**config.mk**
```make
export PLATFORM = sky130hd
export DESIGN_NAME = mih_host_if
export DESIGN_NICKNAME = d
export VERILOG_FILES = /design/src/mih_pkg.sv /design/src/mih_link_if.sv /design/src/mih_host_if.sv /design/src/mih_driveback.sv
export SDC_FILE = /design/constraint.sdc
export NUM_CORES = 1
export LEC_CHECK = 0
export ABC_AREA = 1
export BUFFER_PORTS_ARGS = -buffer_cell sky130_fd_sc_hd__buf_4
export CORE_AREA = 2 2 89 91
export CTS_BUF_LIST = sky130_fd_sc_hd__clkbuf_2
export DETAILED_ROUTE_END_ITERATION = 8
export DIE_AREA = 0 0 91 93
export PLACE_DENSITY = 0.77
export SYNTH_ARGS = -nofsm -noshare
export SYNTH_HDL_FRONTEND = slang
export SYNTH_SLANG_ARGS = --single-unit
```
**constraint.sdc**
```tcl
create_clock -name I_MCLK -period 4 [get_ports I_MCLK]
set_input_delay 1 -clock I_MCLK [delete_from_list [all_inputs] [get_ports I_MCLK]]
set_output_delay 1 -clock I_MCLK [all_outputs]
set_load 0.02 [all_outputs]
```
**src/mih_pkg.sv**
```systemverilog
// Shared constants and types for the multiplexed host bus interface
package mih_pkg;
  localparam int MIH_BUS_W = 16;
  localparam int MIH_PHASE1_LO = 0;
  localparam int MIH_CMD_POS = 15;
  localparam int MIH_IOWR_POS = 14;
  localparam logic [15:0] MIH_BUS_RST = 16'h0000;
  localparam int MIH_WAIT_CYCLES = 2;
  localparam int MIH_DRIVEBACK_CYCLES = 2;
  localparam logic [15:0] MIH_WIN_BASE = 16'h0300;
  localparam logic [15:0] MIH_WIN_MASK = 16'hfff0;

  typedef enum logic [2:0] {
    MIH_IDLE = 3'b000,
    MIH_PH1 = 3'b001,
    MIH_PH2 = 3'b010,
    MIH_DATA = 3'b011,
    MIH_REQ = 3'b100,
    MIH_DRIVE = 3'b101
  } mih_state_t;
endpackage : mih_pkg

```
**src/mih_link_if.sv**
```systemverilog
// Bundle between the cycle controller and the drive-back sequencer
`timescale 1ns/1ps
`default_nettype none
interface mih_link_if;
  logic start;
  logic [15:0] req_bits;
  logic busy;
  logic rdy_oe;
  logic rdy_o;
  logic [15:0] bus_o;
  logic bus_oe;
  modport ctl (output start, output req_bits, input busy, input rdy_oe, input rdy_o, input bus_o, input bus_oe);
  modport seq (input start, input req_bits, output busy, output rdy_oe, output rdy_o, output bus_o, output bus_oe);
endinterface : mih_link_if
`default_nettype wire

```
**src/mih_host_if.sv**
```systemverilog
// Host-side cycle controller for the multiplexed bus
//
// Functional notes
// One 16-bit shared bus carries all phases
// Address phase taken on bus clock edge
// Command phase taken at ALE rise
// Host samples command strobe at ALE fall; the host model samples the claim line there instead
// Host strobes command during data phase
// Host acknowledges requests with command strobe
// Claim line low while ALE high
// Request signalled on claim line, ALE low
// Claim line tri-state, released when idle
// Ready line extends memory and I/O cycles
// Ready line runs drive-back cycles
// Bus reset returns logic to idle
// Speaker forwarded from slot to host
// Core supply level latched from ALE
// Outputs released during reset, until claim
// All decode runs on bus clock
`timescale 1ns/1ps
`default_nettype none
module mih_host_if
  import mih_pkg::*;
#(
  parameter logic [15:0] WIN_BASE = MIH_WIN_BASE,
  parameter logic [15:0] WIN_MASK = MIH_WIN_MASK,
  parameter int WAIT_CYCLES = MIH_WAIT_CYCLES
) (
  input wire logic I_MCLK,
  input wire logic I_RESET,
  input wire logic I_ALE,
  input wire logic I_CMD_N,
  input wire logic [15:0] I_MUXED_ADDR_DATA_BUS,
  output logic [15:0] O_MUXED_ADDR_DATA_BUS,
  output logic O_MUXED_ADDR_DATA_BUS_OE,
  output logic O_CLAIM_BACKOFF_LINE_N,
  output logic O_CLAIM_BACKOFF_LINE_N_OE,
  output logic O_IOCHRDY,
  output logic O_IOCHRDY_OE,
  input wire logic I_SLOT_SPEAKER,
  output logic O_SPEAKER_OUT_TO_HOST,
  input wire logic I_IRQ_PENDING,
  input wire logic I_DRQ_PENDING,
  input wire logic [15:0] I_READ_DATA,
  output logic [15:0] O_ADDR,
  output logic [15:0] O_CMD_WORD,
  output logic [15:0] O_WRITE_DATA,
  output logic O_WRITE_STB,
  output logic O_CORE_LEVEL
);
  mih_state_t state_q, state_d;
  logic ale_q;
  logic [15:0] addr_q;
  logic [15:0] cmd_q;
  logic [15:0] wdat_q;
  logic wstb_q;
  logic [3:0] wait_q;
  logic rst_seen_q;
  logic core_q;
  logic spk_q;
  logic [15:0] bus_q;
  logic bus_oe_q;
  logic claim_q, claim_oe_q;
  logic rdy_q, rdy_oe_q;
  logic cmd_d_q;

  mih_link_if lnk();

  mih_driveback u_drv (
    .i_clk(I_MCLK),
    .i_rst(I_RESET),
    .lnk(lnk)
  );

  // ALE edges are sampled events in the bus clock domain
  wire ale_rise = I_ALE & ~ale_q;
  wire ale_fall = ~I_ALE & ale_q;
  // Window match uses the held first phase; the live bus already carries the command at the ALE rise
  wire hit = ((addr_q & WIN_MASK) == (WIN_BASE & WIN_MASK));
  wire any_req = I_IRQ_PENDING | I_DRQ_PENDING;
  wire cmd_now = ~I_CMD_N;
  wire is_write = cmd_q[MIH_IOWR_POS];
  wire wait_done = (wait_q == 4'h0);
  wire [15:0] req_word = {14'h0000, I_DRQ_PENDING, I_IRQ_PENDING};

  // Next state of the cycle controller
  always_comb begin
    state_d = state_q;
    case (state_q)
      MIH_IDLE: begin
        if (ale_rise) begin
          state_d = MIH_PH1;
        end else if (!I_ALE && any_req) begin
          state_d = MIH_REQ;
        end
      end
      MIH_PH1: begin
        if (!I_ALE) begin
          state_d = hit ? MIH_DATA : MIH_IDLE;
        end
      end
      MIH_PH2: state_d = MIH_DATA;
      MIH_DATA: begin
        if (I_CMD_N && cmd_d_q) begin
          state_d = MIH_IDLE;
        end
      end
      MIH_REQ: begin
        if (ale_rise) begin
          state_d = MIH_PH1;
        end else if (cmd_now) begin
          state_d = MIH_DRIVE;
        end else if (!any_req) begin
          state_d = MIH_IDLE;
        end
      end
      MIH_DRIVE: begin
        if (!lnk.busy && !lnk.start) begin
          state_d = MIH_IDLE;
        end
      end
      default: state_d = MIH_IDLE;
    endcase
  end

  assign lnk.start = (state_q == MIH_REQ) && cmd_now && !ale_rise;
  assign lnk.req_bits = req_word;

  // ALE history runs through reset too, so a strap level held high at release is no false rise
  always_ff @(posedge I_MCLK) begin
    ale_q <= I_ALE;
  end

  // State, command history and strap capture
  always_ff @(posedge I_MCLK) begin
    if (I_RESET) begin
      state_q <= MIH_IDLE;
      cmd_d_q <= 1'b0;
      rst_seen_q <= 1'b1;
      core_q <= 1'b0;
    end else begin
      state_q <= state_d;
      cmd_d_q <= cmd_now;
      rst_seen_q <= 1'b0;
      if (rst_seen_q) begin
        core_q <= I_ALE;
      end
    end
  end

  // Phase capture; the address is taken every clock while ALE is low in MIH_IDLE
  always_ff @(posedge I_MCLK) begin
    if (I_RESET) begin
      addr_q <= MIH_BUS_RST;
      cmd_q <= MIH_BUS_RST;
    end else begin
      if (!I_ALE && state_q == MIH_IDLE) begin
        addr_q <= I_MUXED_ADDR_DATA_BUS;
      end
      if (ale_rise) begin
        cmd_q <= I_MUXED_ADDR_DATA_BUS;
      end
    end
  end

  // Write data and wait-state counting in the data phase
  always_ff @(posedge I_MCLK) begin
    if (I_RESET) begin
      wdat_q <= MIH_BUS_RST;
      wstb_q <= 1'b0;
      wait_q <= 4'h0;
    end else begin
      wstb_q <= 1'b0;
      if (state_q == MIH_PH1) begin
        wait_q <= 4'(WAIT_CYCLES);
      end else if (state_q == MIH_DATA && cmd_now && !wait_done) begin
        wait_q <= wait_q - 4'h1;
      end
      if (state_q == MIH_DATA && cmd_now && !cmd_d_q && is_write) begin
        wdat_q <= I_MUXED_ADDR_DATA_BUS;
        wstb_q <= 1'b1;
      end
    end
  end

  // Pin drivers; bus, claim and ready released until a cycle is claimed or a request is signalled
  always_ff @(posedge I_MCLK) begin
    if (I_RESET) begin
      claim_q <= 1'b1;
      claim_oe_q <= 1'b0;
      rdy_q <= 1'b1;
      rdy_oe_q <= 1'b0;
      bus_q <= MIH_BUS_RST;
      bus_oe_q <= 1'b0;
      spk_q <= 1'b0;
    end else begin
      spk_q <= I_SLOT_SPEAKER;
      // Claim while ALE high on a hit; request level while ALE low
      claim_oe_q <= (I_ALE && (state_d == MIH_PH1) && hit)
                    || (!I_ALE && state_d == MIH_REQ);
      claim_q <= 1'b0;
      // Ready driven while the claimed command is strobed, else from the drive-back sequencer
      if (state_d == MIH_DATA && cmd_now) begin
        rdy_oe_q <= 1'b1;
        rdy_q <= wait_done;
      end else if (lnk.rdy_oe) begin
        rdy_oe_q <= 1'b1;
        rdy_q <= lnk.rdy_o;
      end else begin
        rdy_oe_q <= 1'b0;
        rdy_q <= 1'b1;
      end
      // Read data only while host strobes a read; host samples it once ready is driven high
      if (state_q == MIH_DATA && cmd_now && !is_write) begin
        bus_oe_q <= 1'b1;
        bus_q <= I_READ_DATA;
      end else if (lnk.bus_oe) begin
        bus_oe_q <= 1'b1;
        bus_q <= lnk.bus_o;
      end else begin
        bus_oe_q <= 1'b0;
        bus_q <= MIH_BUS_RST;
      end
    end
  end

  assign O_MUXED_ADDR_DATA_BUS = bus_q;
  assign O_MUXED_ADDR_DATA_BUS_OE = bus_oe_q;
  assign O_CLAIM_BACKOFF_LINE_N = claim_q;
  assign O_CLAIM_BACKOFF_LINE_N_OE = claim_oe_q;
  assign O_IOCHRDY = rdy_q;
  assign O_IOCHRDY_OE = rdy_oe_q;
  assign O_SPEAKER_OUT_TO_HOST = spk_q;
  assign O_ADDR = addr_q;
  assign O_CMD_WORD = cmd_q;
  assign O_WRITE_DATA = wdat_q;
  assign O_WRITE_STB = wstb_q;
  assign O_CORE_LEVEL = core_q;
endmodule : mih_host_if
`default_nettype wire

```
**src/mih_driveback.sv**
```systemverilog
// Drive-back sequencer for pending interrupt and DMA requests
`timescale 1ns/1ps
`default_nettype none
module mih_driveback
  import mih_pkg::*;
(
  input wire logic i_clk,
  input wire logic i_rst,
  mih_link_if.seq lnk
);
  logic [3:0] cnt_q;
  logic [15:0] bits_q;
  logic act_q;

  // Count the drive-back window and strobe the ready output
  always_ff @(posedge i_clk) begin
    if (i_rst) begin
      act_q <= 1'b0;
      cnt_q <= 4'h0;
      bits_q <= 16'h0000;
    end else if (!act_q && lnk.start) begin
      act_q <= 1'b1;
      cnt_q <= 4'(MIH_DRIVEBACK_CYCLES);
      bits_q <= lnk.req_bits;
    end else if (act_q) begin
      if (cnt_q == 4'h1) begin
        act_q <= 1'b0;
      end
      cnt_q <= cnt_q - 4'h1;
    end
  end

  assign lnk.busy = act_q;
  assign lnk.rdy_oe = act_q;
  assign lnk.rdy_o = act_q & (cnt_q == 4'(MIH_DRIVEBACK_CYCLES));
  assign lnk.bus_oe = act_q;
  assign lnk.bus_o = bits_q;
endmodule : mih_driveback
`default_nettype wire

```
==> flow_metrics.env <==
export IMPL_critPathLaunchType="flip-flop"
export IMPL_min_path_cells=2
export IMPL_clkTransAtPathRegs_ns=0.23
export IMPL_finalCritPeriodShare=0.555
export IMPL_arrival_ns=2.63
export IMPL_routabilityCongestion=0.902
export IMPL_drive_gt1_frac=0.266
export IMPL_p_per_area_nw_per_um2=396
export IMPL_ys_seq_elements=88
export IMPL_antenna_left=0
export IMPL_io_pins=111
export IMPL_diodes=0
export IMPL_outcome="finished, final reports clean"
export IMPL_syn_avg_cell_area_um2=7.67
export IMPL_placed_area_um2=4200
export IMPL_drc=0
export IMPL_dp_cells=627
export IMPL_clock_sinks=88
export IMPL_cts_resized=0
export IMPL_design_area_um2=4330
export IMPL_clk_path_buf_depth=2
export IMPL_fin_skew_ns=0.0313
export IMPL_tns_ns=0
export IMPL_met2_usage=0.321
export IMPL_power_leakage_nw=2.06
export IMPL_cts_root_buf="clkbuf_2"
export IMPL_post_place_ws_ns=1.56
export IMPL_min_period_ns=2.22
export IMPL_yosysSeqAreaShare=0.530
export IMPL_tightestPinTransition_ns=0.830
export IMPL_clock_fmax_mhz=451
export IMPL_fin_util=0.575
export IMPL_antenna_found_initial=0
export IMPL_maxCapViolCount=0
export IMPL_grt_pass1_wl_um=13400
export IMPL_port_buffers=110
export IMPL_die_w_um=91
export IMPL_dieArea_um2=8460
export IMPL_cts_setup_buffers=0
export IMPL_syn_inst=433
export IMPL_reg2regPathDepth=4
export IMPL_max_slew_margin=0.443
export IMPL_grtUsageTotal=0.200
export IMPL_cts_tree="built"
export IMPL_hold_violations=0
export IMPL_first_pass_iters=5
export IMPL_setup_ws_ns=1.78
export IMPL_vias=3092
export IMPL_post_drt_wl_per_cell_um=12.9
export IMPL_first_iter_violations=128
export IMPL_syn_area_um2=3320
export IMPL_grtUsageMet1=0.255
export IMPL_timing_rr_end="O_ADDR[12]"
export IMPL_coreArea_um2=7530
export IMPL_crit_type="flip-flop to flip-flop"
export IMPL_initial_core_util=0.441
export IMPL_required_ns=4.41
export IMPL_nets=579
export IMPL_slew_violations=0
export IMPL_grt_pass1_vias=2845
export IMPL_grt_busiest_layer="met2"
export IMPL_placementRows=32
export IMPL_fp_dieH_um=93
export IMPL_synth_warnings=0
export IMPL_whs_endpoint="O_WRITE_DATA[1]"
export IMPL_mostFrequentLayoutCells="110 x buf_4, 88 x dfxtp_1, 72 x nor2_1"
export IMPL_synth_cell_types=27
export IMPL_setup_violations=0
export IMPL_gr_usage_met3=0.0435
export IMPL_cts_hold_buf=0
export IMPL_r2r_slack_ns=1.78
export IMPL_ir_drop_mv=0.242
export IMPL_grt_max_degree=42
export IMPL_cp_max_fo=20
export IMPL_area_growth_pct=30.2
export IMPL_rr_startpoint="state_q[2]"
export IMPL_dp_hpwl_um=6020
export IMPL_hold_path_class="flip-flop to flip-flop"
export IMPL_viasPerCell=4.81
export IMPL_synth_top_area_frac=0.530
export IMPL_worstHoldStart="O_WRITE_DATA[1]"
export IMPL_syn_nets=476
export IMPL_end_kind="flip-flop"
export IMPL_final_common_cell="buf_4"
export IMPL_wl_um=8300
export IMPL_grt_overflow_total=0
export IMPL_clk_latency_ns=0.53
export IMPL_rsz0062_at_grt="no"
export IMPL_numCtsBuffers=9
export IMPL_stdcell_count=643
export IMPL_synth_area_leaders="dfxtp_1 53%, nor2_1 8.1%, nand2_1 7.6%"
export IMPL_cts_htree_levels=3
export IMPL_yosysTopAreaCell="dfxtp_1"
-- worst max path at each step --
| stage | to | from | cells after the start | slack (ns) |
|---|---|---|---|---|
| global placement | O_MUXED_ADDR_DATA_BUS_OE | I_RESET | 4 | 1.63 |
| global route | O_ADDR[12] | state_q[2] | 4 | 1.51 |
| CTS | O_ADDR[14] | state_q[2] | 4 | 1.77 |
| floorplan | O_WRITE_DATA[11] | I_CMD_N | 7 | 2.17 |
| finish | O_ADDR[12] | state_q[2] | 4 | 1.78 |
| detailed placement | O_MUXED_ADDR_DATA_BUS_OE | I_RESET | 4 | 1.56 |
-- sequential cells by signal (all words and copies together), names as in the netlist, 2 cells and up --
name / flops
O_WRITE_DATA: 16
O_ADDR: 16
O_CMD_WORD: 16
wait_q: 4
state_q: 3
O_MUXED_ADDR_DATA_BUS: 16
u_drv.lnk.bus_o: 2
u_drv.cnt_q: 4
-- critical path, cell delays in order (launching register included) --
cell     delay [ns]
dfxtp_1        0.42
nor3_2         0.71
nand2_1        0.62
o21ai_1        0.30
a21oi_1        0.06
-- cells by family after synthesis --
logic type	after synthesis	share of synthesized area
simple gates	194	0.253
flops	88	0.530
compound gates	77	0.118
buf+inv	69	0.0810
fa+ha+maj	4	0.0151
xor+xnor	1	0.00264
-- synth_stat cells --
library cell,count
ha_1,4
nor2_4,1
inv_1,42
nand2_1,67
nand4_1,1
nand2_2,1
o21ai_1,6
buf_2,6
o211ai_1,1
inv_4,1
nor2_2,4
o21bai_1,1
o21ai_0,23
nor3b_2,1
a21oi_1,46
dfxtp_1,88
nor2_1,72
nand2_4,1
clkbuf_1,11
buf_1,1
nand3_2,1
nor3_2,2
nand3_1,42
xor2_1,1
inv_2,6
clkinv_1,2
nand3b_1,1
-- where the power goes --
group | internal (mW) | switching (mW) | total, mW
clock network | 0.157 | 0.325 | 0.483
registers | 0.921 | 0.0333 | 0.954
logic | 0.107 | 0.168 | 0.276
-- metrics by stage --
step,power (mW),hold WS (ns)
global route,1.80,0.503
global placement,1.24,0.457
CTS,1.73,0.486
finish,1.71,0.479
detailed placement,1.25,0.456
floorplan,1.13,0.453
-- area by class of cell --
cell class	instances	area [um^2]
Multi-Input combinational cell	276	1290
Timing Repair Buffer	110	826
Tap cell	102	128
Clock buffer	10	50.0
Sequential cell	88	1760
Fill cell	721	3200
Inverter	51	194
Clock inverter	6	75.1
-- metal layers --
layer	wire length, um	vias up	share of wire
met2	3980	105	0.48
met1	3650	1391	0.44
li1	-	1579	-
met4	216	0	0.026
met5	0	-	0
met3	447	17	0.054
No activity file was read; power rests on OpenSTA's default activity.
